$ cat src/hdl/lbc_consts.svh
// Constants for the local bus control pin block
`ifndef LBC_CONSTS_SVH
`define LBC_CONSTS_SVH

// Upper select window after reset: memory space, top 1 KiB of the 1 MiB map
`define LBC_UCS_RST_BASE 20'hffc00
`define LBC_UCS_RST_TOP  20'hfffff
`define LBC_UCS_RST_IO   1'b0
`define LBC_UCS_RST_EN   1'b1

// Chip-select table slots as seen on the programming port
`define LBC_CS_UPPER     4'h0
`define LBC_CS_LOWER     4'h1
`define LBC_CS_GEN0      4'h2

// Interrupt type raised by a pending numerics error
`define LBC_NUM_ERR_TYPE 8'h10

`endif

$ cat src/hdl/lbc_pkg.sv
// Types shared by the local bus control pin block
package lbc_pkg;
	typedef enum logic [2:0] {
		ST_IDLE,
		ST_ADDR,
		ST_DATA,
		ST_END,
		ST_FLOAT,
		ST_HOLD
	} lbc_state_e;

	typedef logic [19:0] lbc_addr_t;
endpackage

$ cat src/hdl/lbc_range_match.sv
// Address window compare for one chip-select slot
`timescale 1ns/1ps
`default_nettype none
module lbc_range_match
	import lbc_pkg::*;
(
	input  wire lbc_addr_t addr,
	input  wire logic      is_io,
	input  wire lbc_addr_t base,
	input  wire lbc_addr_t top,
	input  wire logic      space_io,
	input  wire logic      enable,
	output logic           hit
);
	// Inclusive on both ends so a window may cover a single location
	always_comb begin
		hit = enable && (is_io == space_io) && (addr >= base) && (addr <= top);
	end
endmodule // lbc_range_match
`default_nettype wire

$ cat src/hdl/lbc_bus_ctrl.sv
// Local bus control pins: strobes, transceiver, hold, selects, coprocessor
// Notes on behaviour
// - read strobe low to fetch data; floats in hold and reset, high when idle.
// - write strobe low to store data; floats in hold and reset, high when idle.
// - a cycle ends only on READY, unless its select says ignore READY.
// - READY is synchronised in rising mode, used directly in falling mode.
// - transceiver enable low only in data phase; floats hold/reset, high idle.
// - transceiver direction steers buffers; floats hold/reset, else keeps value.
// - while lock is active no hold is granted.
// - hold is granted only at an unlocked instruction boundary.
// - hold grant rises only after the bus floated; low in reset and idle.
// - upper select matches its window; after reset memory 0FFC00H to 0FFFFFH.
// - lower select matches its window; inactive after reset until programmed.
// - eight general selects, or port outputs when not enabled; enabled selects high in hold, port outputs keep their value.
// - coprocessor select low on coprocessor access; high otherwise.
// - error sampled active at numerics start raises interrupt type 16.
// - coprocessor request flags a pending coprocessor memory transfer.
`timescale 1ns/1ps
`default_nettype none
`include "lbc_consts.svh"
module lbc_bus_ctrl
	import lbc_pkg::*;
#(
	parameter int NUM_GEN = 8
) (
	input  wire logic               CLK,
	input  wire logic               ARST_N,
	input  wire logic               CYC_REQ,
	input  wire logic               CYC_WRITE,
	input  wire logic               CYC_IO,
	input  wire lbc_addr_t          CYC_ADDR,
	input  wire logic               CYC_COPROC,
	input  wire logic               CYC_LOCK,
	input  wire logic               INSN_BOUNDARY,
	input  wire logic               HOLD,
	input  wire logic               READY,
	input  wire logic               READY_ON_RISE,
	input  wire logic               IDLE_MODE,
	input  wire logic               POWERDOWN_MODE,
	input  wire logic               NUM_ERROR_N,
	input  wire logic               COPROC_XFER_REQ,
	input  wire logic               CS_WR,
	input  wire logic [3:0]         CS_SEL,
	input  wire lbc_addr_t          CS_BASE,
	input  wire lbc_addr_t          CS_TOP,
	input  wire logic               CS_IO,
	input  wire logic               CS_EN,
	input  wire logic               CS_NO_READY,
	input  wire logic [NUM_GEN-1:0] GP_PORT,
	output logic                    CYC_ACK,
	output logic                    CYC_DONE,
	output logic                    RD_N,
	output logic                    RD_OE,
	output logic                    WR_N,
	output logic                    WR_OE,
	output logic                    TRANSCEIVER_ENABLE_N,
	output logic                    TRANSCEIVER_ENABLE_OE,
	output logic                    TRANSCEIVER_DIRECTION,
	output logic                    TRANSCEIVER_DIRECTION_OE,
	output logic                    LOCK_N,
	output logic                    LOCK_OE,
	output logic                    HOLD_GRANT,
	output logic                    UPPER_SELECT_N,
	output logic                    LOWER_SELECT_N,
	output logic [NUM_GEN-1:0]      GENERAL_SELECT_N,
	output logic                    COPROCESSOR_SELECT_N,
	output logic                    NUM_ERR_INT,
	output logic [7:0]              NUM_ERR_TYPE,
	output logic                    COPROCESSOR_TRANSFER_PEND
);
	localparam int COPROCESSOR_SELECT = NUM_GEN + 2;

	// Chip-select table: slot 0 upper, slot 1 lower, then the general selects
	lbc_addr_t        cfg_base_q [COPROCESSOR_SELECT];
	lbc_addr_t        cfg_top_q  [COPROCESSOR_SELECT];
	logic [COPROCESSOR_SELECT-1:0]   cfg_io_q, cfg_en_q, cfg_nordy_q;
	logic [COPROCESSOR_SELECT-1:0]   hit;

	genvar i;
	generate
		for (i = 0; i < COPROCESSOR_SELECT; i++) begin : g_cs
			localparam lbc_addr_t BASE_RST = (i == 0) ? `LBC_UCS_RST_BASE : 20'h00000;
			localparam lbc_addr_t TOP_RST  = (i == 0) ? `LBC_UCS_RST_TOP : 20'h00000;
			localparam logic      EN_RST   = (i == 0) ? `LBC_UCS_RST_EN : 1'b0;
			lbc_addr_t base_d, top_d;
			logic      io_d, en_d, nordy_d, wr_me;
			always_comb begin
				wr_me   = CS_WR && (CS_SEL == 4'(i));
				base_d  = wr_me ? CS_BASE : cfg_base_q[i];
				top_d   = wr_me ? CS_TOP : cfg_top_q[i];
				io_d    = wr_me ? CS_IO : cfg_io_q[i];
				en_d    = wr_me ? CS_EN : cfg_en_q[i];
				nordy_d = wr_me ? CS_NO_READY : cfg_nordy_q[i];
			end
			always_ff @(posedge CLK or negedge ARST_N) begin
				if (!ARST_N) begin
					cfg_base_q[i]  <= BASE_RST;
					cfg_top_q[i]   <= TOP_RST;
					cfg_io_q[i]    <= `LBC_UCS_RST_IO;
					cfg_en_q[i]    <= EN_RST;
					cfg_nordy_q[i] <= 1'b0;
				end else begin
					cfg_base_q[i]  <= base_d;
					cfg_top_q[i]   <= top_d;
					cfg_io_q[i]    <= io_d;
					cfg_en_q[i]    <= en_d;
					cfg_nordy_q[i] <= nordy_d;
				end
			end
			lbc_range_match u_match (
				.addr     (CYC_ADDR),
				.is_io    (CYC_IO),
				.base     (cfg_base_q[i]),
				.top      (cfg_top_q[i]),
				.space_io (cfg_io_q[i]),
				.enable   (cfg_en_q[i]),
				.hit      (hit[i])
			);
		end
	endgenerate

	// Input synchronisers; the first stage feeds only the second
	logic rdy_s1_q, rdy_s2_q, req_s1_q, req_s2_q, ready_ok;
	logic [1:0] dcnt_q, dcnt_d;
	always_ff @(posedge CLK or negedge ARST_N) begin
		if (!ARST_N) begin
			rdy_s1_q <= 1'b0;
			rdy_s2_q <= 1'b0;
			req_s1_q <= 1'b0;
			req_s2_q <= 1'b0;
		end else begin
			rdy_s1_q <= READY;
			rdy_s2_q <= rdy_s1_q;
			req_s1_q <= COPROC_XFER_REQ;
			req_s2_q <= req_s1_q;
		end
	end
	// Falling-edge mode relies on the far side meeting setup, so no extra delay
	// The two-flop pipe still holds READY from before the strobe for two edges,
	// so rising mode ignores it until the data phase is two edges old
	assign ready_ok = READY_ON_RISE ? (rdy_s2_q && dcnt_q == 2'h2) : READY;

	// Sequencer and cycle attributes
	lbc_state_e     st_q, st_d;
	logic           wr_q, wr_d, cp_q, cp_d, nordy_q, nordy_d, lock_q, lock_d;
	logic           dtr_q, dtr_d;
	logic [COPROCESSOR_SELECT-1:0] hit_q, hit_d;
	logic           low_power, take, grant;

	always_comb begin
		low_power = IDLE_MODE || POWERDOWN_MODE;
		grant = HOLD && INSN_BOUNDARY && !lock_q && !CYC_LOCK && !low_power;
		take  = CYC_REQ && !low_power && !grant;
		st_d    = st_q;
		wr_d    = wr_q;
		cp_d    = cp_q;
		nordy_d = nordy_q;
		lock_d  = lock_q;
		dtr_d   = dtr_q;
		hit_d   = hit_q;
		dcnt_d  = (st_q != ST_DATA) ? 2'h0 : (dcnt_q == 2'h2) ? dcnt_q : dcnt_q + 2'h1;
		case (st_q)
			ST_IDLE: begin
				lock_d = CYC_LOCK;
				if (grant) begin
					st_d = ST_FLOAT;
				end else if (take) begin
					st_d    = ST_ADDR;
					wr_d    = CYC_WRITE;
					cp_d    = CYC_COPROC;
					dtr_d   = CYC_WRITE;
					hit_d   = hit;
					nordy_d = |(hit & cfg_nordy_q);
				end
			end
			ST_ADDR: st_d = ST_DATA;
			ST_DATA: begin
				if (ready_ok || nordy_q) begin
					st_d = ST_END;
				end
			end
			ST_END: begin
				st_d  = ST_IDLE;
				hit_d = '0;
				cp_d  = 1'b0;
			end
			ST_FLOAT: st_d = ST_HOLD;
			ST_HOLD: begin
				if (!HOLD) begin
					st_d = ST_IDLE;
				end
			end
			default: st_d = ST_IDLE;
		endcase
	end

	always_ff @(posedge CLK or negedge ARST_N) begin
		if (!ARST_N) begin
			st_q    <= ST_IDLE;
			wr_q    <= 1'b0;
			cp_q    <= 1'b0;
			nordy_q <= 1'b0;
			lock_q  <= 1'b0;
			dtr_q   <= 1'b0;
			hit_q   <= '0;
			dcnt_q  <= 2'h0;
		end else begin
			dcnt_q  <= dcnt_d;
			st_q    <= st_d;
			wr_q    <= wr_d;
			cp_q    <= cp_d;
			nordy_q <= nordy_d;
			lock_q  <= lock_d;
			dtr_q   <= dtr_d;
			hit_q   <= hit_d;
		end
	end

	// Pin values, computed from the next state so the pins change with it
	logic               float_d, in_cyc_d;
	logic               ack_d, done_d, rd_d, wr_o_d, den_d, lockn_d, hold_grant_d;
	logic               ucs_d, lcs_d, ncs_d, err_d, pend_d;
	logic [NUM_GEN-1:0] gcs_d, port_q, port_d;
	always_comb begin
		float_d  = (st_d == ST_FLOAT) || (st_d == ST_HOLD);
		in_cyc_d = (st_d == ST_ADDR) || (st_d == ST_DATA) || (st_d == ST_END);
		ack_d    = (st_q == ST_IDLE) && (st_d == ST_ADDR);
		done_d   = (st_d == ST_END);
		rd_d     = !((st_d == ST_DATA) && !wr_d);
		wr_o_d   = !((st_d == ST_DATA) && wr_d);
		den_d    = !(st_d == ST_DATA);
		lockn_d  = !lock_d;
		hold_grant_d   = (st_d == ST_HOLD);
		ucs_d    = !(in_cyc_d && hit_d[0]);
		lcs_d    = !(in_cyc_d && hit_d[1]);
		ncs_d    = !(in_cyc_d && cp_d);
		err_d    = ack_d && CYC_COPROC && !NUM_ERROR_N;
		pend_d   = req_s2_q;
		// Port values freeze in hold and low power, like a latched pin
		port_d   = (float_d || low_power) ? port_q : GP_PORT;
		for (int g = 0; g < NUM_GEN; g++) begin
			gcs_d[g] = cfg_en_q[g+2] ? !(in_cyc_d && hit_d[g+2]) : port_d[g];
		end
	end

	always_ff @(posedge CLK or negedge ARST_N) begin
		if (!ARST_N) begin
			CYC_ACK                   <= 1'b0;
			CYC_DONE                  <= 1'b0;
			RD_N                      <= 1'b1;
			RD_OE                     <= 1'b0;
			WR_N                      <= 1'b1;
			WR_OE                     <= 1'b0;
			TRANSCEIVER_ENABLE_N      <= 1'b1;
			TRANSCEIVER_ENABLE_OE     <= 1'b0;
			TRANSCEIVER_DIRECTION     <= 1'b0;
			TRANSCEIVER_DIRECTION_OE  <= 1'b0;
			LOCK_N                    <= 1'b1;
			LOCK_OE                   <= 1'b0;
			HOLD_GRANT                <= 1'b0;
			UPPER_SELECT_N            <= 1'b1;
			LOWER_SELECT_N            <= 1'b1;
			GENERAL_SELECT_N          <= '1;
			COPROCESSOR_SELECT_N      <= 1'b1;
			NUM_ERR_INT               <= 1'b0;
			NUM_ERR_TYPE              <= `LBC_NUM_ERR_TYPE;
			COPROCESSOR_TRANSFER_PEND <= 1'b0;
			port_q                    <= '1;
		end else begin
			CYC_ACK                   <= ack_d;
			CYC_DONE                  <= done_d;
			RD_N                      <= rd_d;
			RD_OE                     <= !float_d;
			WR_N                      <= wr_o_d;
			WR_OE                     <= !float_d;
			TRANSCEIVER_ENABLE_N      <= den_d;
			TRANSCEIVER_ENABLE_OE     <= !float_d;
			TRANSCEIVER_DIRECTION     <= dtr_d;
			TRANSCEIVER_DIRECTION_OE  <= !float_d;
			LOCK_N                    <= lockn_d;
			LOCK_OE                   <= !float_d;
			HOLD_GRANT                <= hold_grant_d;
			UPPER_SELECT_N            <= ucs_d;
			LOWER_SELECT_N            <= lcs_d;
			GENERAL_SELECT_N          <= gcs_d;
			COPROCESSOR_SELECT_N      <= ncs_d;
			NUM_ERR_INT               <= err_d;
			NUM_ERR_TYPE              <= `LBC_NUM_ERR_TYPE;
			COPROCESSOR_TRANSFER_PEND <= pend_d;
			port_q                    <= port_d;
		end
	end

	a_rd_strobe:
	assert property (@(posedge CLK) disable iff (!ARST_N)
		(st_q == ST_DATA && !wr_q) <-> (!RD_N && RD_OE))
		else $error("read strobe does not match data phase of a read");
	a_wr_strobe:
	assert property (@(posedge CLK) disable iff (!ARST_N)
		(st_q == ST_DATA && wr_q) <-> (!WR_N && WR_OE))
		else $error("write strobe does not match data phase of a write");
	a_wait_ready:
	assert property (@(posedge CLK) disable iff (!ARST_N)
		(st_q == ST_DATA && !ready_ok && !nordy_q) |=> (st_q == ST_DATA && !CYC_DONE))
		else $error("cycle ended without READY");
	a_ready_sync:
	assert property (@(posedge CLK) disable iff (!ARST_N)
		$rose(rdy_s2_q) |-> $past(READY, 2))
		else $error("synchronised READY rose without input");
	a_den_data:
	assert property (@(posedge CLK) disable iff (!ARST_N)
		!TRANSCEIVER_ENABLE_N |-> (st_q == ST_DATA && TRANSCEIVER_ENABLE_OE))
		else $error("transceiver enable outside data phase");
	a_dir_float:
	assert property (@(posedge CLK) disable iff (!ARST_N)
		(st_q == ST_HOLD) |-> (!TRANSCEIVER_DIRECTION_OE && $stable(TRANSCEIVER_DIRECTION)))
		else $error("direction driven or changed in hold");
	a_lock_no_grant:
	assert property (@(posedge CLK) disable iff (!ARST_N)
		$rose(HOLD_GRANT) |-> $past(!lock_q, 2))
		else $error("hold granted during locked sequence");
	a_hold_boundary:
	assert property (@(posedge CLK) disable iff (!ARST_N)
		(st_q == ST_FLOAT) |-> $past(INSN_BOUNDARY && !CYC_LOCK && HOLD))
		else $error("bus released away from an unlocked boundary");
	a_grant_after_float:
	assert property (@(posedge CLK) disable iff (!ARST_N)
		$rose(HOLD_GRANT) |-> (!RD_OE && !WR_OE && !TRANSCEIVER_ENABLE_OE && $past(!RD_OE)))
		else $error("hold grant before outputs floated");
	a_upper_window:
	assert property (@(posedge CLK) disable iff (!ARST_N)
		!UPPER_SELECT_N |-> (hit_q[0] && st_q inside {ST_ADDR, ST_DATA, ST_END}))
		else $error("upper select outside a matching cycle");
	a_lower_window:
	assert property (@(posedge CLK) disable iff (!ARST_N)
		!LOWER_SELECT_N |-> (hit_q[1] && $past(cfg_en_q[1], 1)))
		else $error("lower select active while unprogrammed");
	a_gen_hold_high:
	assert property (@(posedge CLK) disable iff (!ARST_N)
		(st_q == ST_HOLD) |-> ((GENERAL_SELECT_N | ~cfg_en_q[COPROCESSOR_SELECT-1:2]) == '1))
		else $error("general select active in hold");
	a_coproc_select:
	assert property (@(posedge CLK) disable iff (!ARST_N)
		!COPROCESSOR_SELECT_N |-> (cp_q && HOLD_GRANT == 1'b0))
		else $error("coprocessor select without coprocessor cycle");
	a_num_error:
	assert property (@(posedge CLK) disable iff (!ARST_N)
		NUM_ERR_INT |-> (NUM_ERR_TYPE == `LBC_NUM_ERR_TYPE && $past(!NUM_ERROR_N && CYC_COPROC)))
		else $error("numerics error interrupt without sampled error");
	a_xfer_pend:
	assert property (@(posedge CLK) disable iff (!ARST_N)
		$rose(COPROCESSOR_TRANSFER_PEND) |-> $past(COPROC_XFER_REQ, 3))
		else $error("transfer pending without coprocessor request");
endmodule // lbc_bus_ctrl
`default_nettype wire

$ cat config.mk
export PLATFORM = sky130hd
export DESIGN_NAME = lbc_bus_ctrl
export DESIGN_NICKNAME = d
export VERILOG_FILES = /design/src/hdl/lbc_pkg.sv /design/src/hdl/lbc_range_match.sv /design/src/hdl/lbc_bus_ctrl.sv
export VERILOG_INCLUDE_DIRS = /design/src /design/src/hdl
export SDC_FILE = /design/constraint.sdc
export NUM_CORES = 1
export LEC_CHECK = 0
export BUFFER_PORTS_ARGS = -buffer_cell sky130_fd_sc_hd__buf_2
export CAP_MARGIN = 20
export CORE_UTILIZATION = 57
export DETAILED_ROUTE_END_ITERATION = 12
export PLACE_DENSITY = 0.78
export SLEW_MARGIN = 20
export SYNTH_ARGS = -nofsm -noshare
export SYNTH_HDL_FRONTEND = slang
export SYNTH_HIERARCHICAL = 1
export SYNTH_SLANG_ARGS = --single-unit
$ cat constraint.sdc
create_clock -name CLK -period 2.57 [get_ports CLK]
set_clock_uncertainty 0.15 [all_clocks]
set_input_delay 0.514 -clock CLK [delete_from_list [all_inputs] [get_ports CLK]]
set_output_delay 0.514 -clock CLK [all_outputs]
set_load 0.01 [all_outputs]
==> flow_summary.ini, run 1 <==
[flow_run]
drv_cap = 0

[timing]
slew-limit-headroom = 0.472
fin_crit_sh = 1.09
rsz0062_at_grt = true
clock.fmax_ghz = 0.358
slew_violations = 0
finalSetupViolCount = 12
setup_slack_ns = -0.220
fin_setup_tns_ns = -1.24
finalHoldViolCount = 0
whs_ns = 0.0291
worstMarginPinSlew_ns = 0.793
period_needed_ns = 2.79

[global_routing]
grt_usage = 0.312
antenna_found_initial = 0
gr-total-overflow = 0
grt_pass1_vias = 23000
grt_max_degree = 58
grt_pass1_wl_mm = 123

[logic_synthesis]
synth_top_family_by_area = adder cells
yosys.area_share.adder = 0.174
muxShareOfSynthArea = 0.167
netlist_instances = 2628
synthTopCellsByArea = dfrtp_1 (37%), ha_1 (17%), mux2_2 (13%)
avgSynthCellArea_um2 = 11.0
synth_largest_area_cell = dfrtp_1
ys_seq_area_frac = 0.421
synth_compound_area_frac = 0.0811
ys.flop_type = dfrtp_1
netlist_area_um2 = 28900
yosysMostFrequentCell = dfrtp_1
ys.warnings.count = 6
synth_common_cells = dfrtp_1 (429), inv_1 (416), ha_1 (401), mux2_2 (345), nand2_1 (141)
yosysTopAreaCellShare = 0.372
synth-xor-area-share = 0.00390
synth_edf_count = 0
ys_ff_latch = 483
synthSimpleGateAreaFrac = 0.0784
async_flop_share = 1.00
ys_types = 61

[die]
start_util = 0.576
coreArea_um2 = 50100
die_area_um2 = 51500
io_pins = 125
die_h_um = 227
chipWidth_um = 227
rows = 82

[outcome]
violations = setup timing
status = finished with violations

[worst_setup_path]
cp_max_fo = 2
crit_path_top_delay_cell = or3_4
slowest_delay_ns = 0.47
crit_chain = inv_2, ha_4, nand4_1, or3_4, buf_4, o221ai_2, a211oi_4, a22oi_2, nand2_1, a221oi_2, a31oi_1
cp-end-kind = flip-flop
path_buf_inv = 2
cp.arrival_ns = 3.12
cp_data_required_time_ns = 2.90
critPathLaunchType = flip-flop
cp_top_family = compound AO/OA/AOI/OAI gates
path_class = flip-flop to flip-flop

[cts]
root_buffer = clkbuf_16
cts.clk_slew.worst_paths_ns = 0.06
htreeDepth = 2
cts_tree = yes
cts_sinks = 483
cts_buffer_depth = 3
cts_inserted_buffers = 52
clk_latency_ns = 0.63

[route]
dr.pass1.iters = 5
drt_iter0_markers = 1473
vias_per_cell = 5.87
ant_nets = 0
drc = 0
wl_per_cell_um = 22.0
wl_mm = 80.3
vias = 21500

[power_and_ir_drop]
fin_total_pwr_mw = 27.8
p_leak_nw = 16.9
peakVddDrop_uv = 587
p_per_area_nw_per_um2 = 794

[placement]
place_hpwl_mm = 53.4
io_buffers = 116
place_congestion = 0.927
dp_slack_ns = -1.03

[cells_and_area]
drive_above_1_share = 0.370
fin_util = 0.700
finalNetCount = 3428
syn_to_final_growth_pct = 21.5

[min_path]
hold_class = input pin to flip-flop
-- per-stage QoR --
stage / std cells / area, µm²
floorplan: 2634 / 28900
global placement: 3522 / 31600
detailed placement: 3522 / 31600
CTS: 3640 / 34400
global route: 3652 / 35000
finish: 3654 / 35000
-- report_power, final --
| part | total, mW | internal, mW | switching [mW] |
|---|---|---|---|
| Sequential | 10.6 | 9.58 | 1.06 |
| Combinational | 9.47 | 4.44 | 5.03 |
| Clock | 7.70 | 4.48 | 3.22 |
-- layout by cell type (no fill, tap or decap), drive strengths merged, types with 5 or more instances in the layout --
cell           n
or3           13
dlygate4sd3   11
nand2        161
ha           401
dfrtp        429
nor2          88
a32oi         11
a211o          7
dfstp         54
clkinv         7
clkbuf        89
a211oi        60
o21ai         78
a21oi        124
a21o          20
nor2b         11
o21a           8
a221oi        22
and4          20
conb           8
mux2         427
nand3b         5
inv          418
o221ai        10
buf          345
o211a          7
nand3         39
nor3          15
nand4         42
xnor2         10
-- layer usage --
| metal | track usage | vias to the layer above | routed length, µm |
|---|---|---|---|
| met1 | 0.368 | 10800 | 31200 |
| met5 | 0 | - | 0 |
| met3 | 0.0528 | 280 | 4750 |
| met2 | 0.544 | 687 | 39700 |
| met4 | 0.164 | 0 | 4640 |
| li1 | - | 9722 | - |
-- registers in the layout, indices dropped and copies added (netlist names), 2 cells and up --
| register | count |
|---|---|
| cfg_nordy_q | 10 |
| cfg_en_q | 10 |
| st_q | 3 |
| dcnt_q | 2 |
| port_q | 8 |
| cfg_io_q | 10 |
| GENERAL_SELECT_N | 8 |
| cfg_base_q | 200 |
| cfg_top_q | 200 |
| hit_q | 10 |
-- worst reg2reg max path, cell delays in order, from the launching register on --
cell and delay [ns]:
dfrtp_1 0.39, inv_2 0.08, ha_4 0.27, nand4_1 0.18, or3_4 0.47, buf_4 0.15, o221ai_2 0.24, a211oi_4 0.11
a22oi_2 0.15, nand2_1 0.11, a221oi_2 0.23, a31oi_1 0.13
-- timing repair --
action,in CTS,in global routing
endpoints found under the hold margin,47,0
pin swaps,104,71
hold buffers,11,0
gates resized for setup,169,92
buffers inserted,10,12
endpoints found under the setup margin,21,21
-- logic make-up after synthesis --
logic type	after synthesis
AO/OA/AOI/OAI	362
XOR/XNOR	12
adder cells (fa/ha/maj)	401
buffers and inverters	526
flip-flops	483
multiplexers	428
other	2
AND/OR/NAND/NOR	414
-- layout make-up --
cell class,count,area (µm²)
tap,672,841
clock inverter,11,113
inverter,416,1560
timing repair buffer,358,2760
clock buffer,87,1650
sequential,483,12200
antenna,2,5.00
fill,3344,15000
multi-input combinational,1625,16000
-- worst paths after layout --
path	from	end	slack (ns)	cells past startpoint
max in group asynchronous	ARST_N	WR_N	1.12	3
worst min-delay path	NUM_ERROR_N	NUM_ERR_INT	0.03	2
min in group asynchronous	ARST_N	cfg_base_q[1]	0.32	2
worst max register to register	cfg_top_q[17]	nordy_q	-0.22	11
worst max-delay path	cfg_top_q[17]	nordy_q	-0.22	11
worst min register to register	req_s1_q	pend_d	0.20	0
(Power assumes the default switching activity.)
==> run 2: changes to the inputs <==
==> constraint.sdc (replaced) <==
create_clock -name CLK -period 2.57 [get_ports CLK]
set_clock_uncertainty 0.15 [all_clocks]
set_input_delay 0.3855 -clock CLK [delete_from_list [all_inputs] [get_ports CLK]]
set_output_delay 0.3855 -clock CLK [all_outputs]
set_load 0.01 [all_outputs]
==> flow_summary.ini, run 2 (synthesis gave the netlist of run 1 again) <==
[route]
dr.pass1.iters = 8
wl_mm = 80.5
ant_nets = 0
wl_per_cell_um = 21.9
drt_iter0_markers = 1562
vias = 21600
drc = 0
vias_per_cell = 5.87

[worst_setup_path]
cp-end-kind = flip-flop
cp_max_fo = 2
cp_data_required_time_ns = 2.98
path_class = flip-flop to flip-flop
cp.arrival_ns = 3.16
critPathLaunchType = flip-flop

[cells_and_area]
instances_no_fill = 3674
fill_cells = 3410
finalNetCount = 3451
top_regs = cfg_base_q x200, cfg_top_q x200
drive_above_1_share = 0.356
most-common-layout-cells = dfrtp_1 (429), inv_1 (395), ha_1 (359)
syn_to_final_growth_pct = 21.3
antenna_cells = 0
final_common_cell = dfrtp_1

[global_routing]
grt_max_degree = 71
met2_usage = 0.537
grt_usage = 0.311
grt.met3_usage = 0.0467
gr-total-overflow = 0
antenna_found_initial = 0
grt_pass1_wl_mm = 123
busiest_layer = met2
grt_pass1_vias = 22800
grt_use_met1 = 0.379

[cts]
cts_inserted_buffers = 51
cts_buffer_depth = 3
cts.clk_slew.worst_paths_ns = 0.07
root_buffer = clkbuf_16
clk_latency_ns = 0.64
htreeDepth = 2
cts_tree = yes
cts_sinks = 483

[timing]
finalSetupViolCount = 9
whs_ns = 0.0229
finalHoldViolCount = 0
slew_violations = 0
clock.fmax_ghz = 0.364
rsz0062_at_grt = true
period_needed_ns = 2.74
fin_setup_tns_ns = -0.700
worstMarginPinSlew_ns = 0.848
fin_crit_sh = 1.07
slew-limit-headroom = 0.435
setup_slack_ns = -0.174

[power_and_ir_drop]
p_leak_nw = 16.9
p_per_area_nw_per_um2 = 789
peakVddDrop_uv = 485
fin_total_pwr_mw = 27.6

[die]
die_h_um = 227
start_util = 0.576
rows = 82
io_pins = 125
chipWidth_um = 227
die_area_um2 = 51500
coreArea_um2 = 50100

[placement]
place_hpwl_mm = 54.5
io_buffers = 116
place_congestion = 0.940
dp_slack_ns = -0.835
dp_cells = 3521

[outcome]
violations = setup timing
status = finished with violations

[min_path]
hold_class = input pin to flip-flop

[flow_run]
drv_cap = 0
==> run 2: changes by cell type in the layout (fill, tap and decap cells not counted), sizes merged <==
cell	change
diode	-2
clkbuf	-9
dlygate4sd3	+26
clkinv	+2
bufinv	+2
inv	+1
==> run 2: report_power, final <==
part	switching [mW]	total, mW	internal, mW	leakage, nW
logic	4.91	9.26	4.35	10.2
registers	1.03	10.6	9.58	5.84
clock network	3.25	7.76	4.51	0.873
==> run 2: cell type report <==
class / count / area [µm²] / area share
multi-input cells: 1625 / 15700 / 0.448
well taps: 672 / 841 / 0.0240
inverters: 416 / 1560 / 0.0446
repair buffers: 382 / 3010 / 0.0860
clock buffers: 80 / 1570 / 0.0447
clock inverters: 16 / 195 / 0.00558
flip-flops and latches: 483 / 12200 / 0.347
==> run 2: what timing repair did <==
| item | CTS | global route |
|---|---|---|
| pin swaps | 75 | 83 |
| buffers inserted | 13 | 9 |
| hold endpoints to repair | 145 | 0 |
| gates cloned | 0 | 0 |
| gates resized for setup | 114 | 85 |
| endpoints found under the setup margin | 21 | 20 |
| hold buffers | 37 | 0 |
==> run 2: worst max-delay path, stage by stage (launching register included) <==
cell and delay (ns):
dfstp_2 0.54, inv_2 0.05, ha_4 0.23, buf_4 0.13
a21oi_1 0.24, nand2_1 0.14, a221oi_2 0.31, o221ai_2 0.16
a211oi_2 0.24, buf_4 0.17, a41oi_2 0.11, o22ai_2 0.11
nand2_1 0.07
==> run 2: worst paths after layout <==
kind / startpoint / to / slack [ns] / cells after the start
max: cfg_top_q[198] / UPPER_SELECT_N / -0.17 / 12
min: CS_BASE[4] / cfg_base_q[104] / 0.02 / 2
max reg2reg: cfg_top_q[198] / UPPER_SELECT_N / -0.17 / 12
min reg2reg: req_s1_q / pend_d / 0.20 / 0
max in group asynchronous: ARST_N / GENERAL_SELECT_N[1] / 1.19 / 3
min in group asynchronous: ARST_N / cfg_top_q[166] / 0.23 / 2
==> run 2: layer usage <==
metal | share of wire | up-vias
li1 | - | 9758
met1 | 0.40 | 10900
met2 | 0.50 | 693
met3 | 0.051 | 265
met4 | 0.050 | 0
met5 | 0 | -
==> run 2: through the flow <==
stage,area (µm²),util
after floorplan,28900,-
after global placement,31600,0.632
after detailed placement,31600,0.632
after CTS,34400,0.688
after global routing,35000,0.699
final,35000,0.699
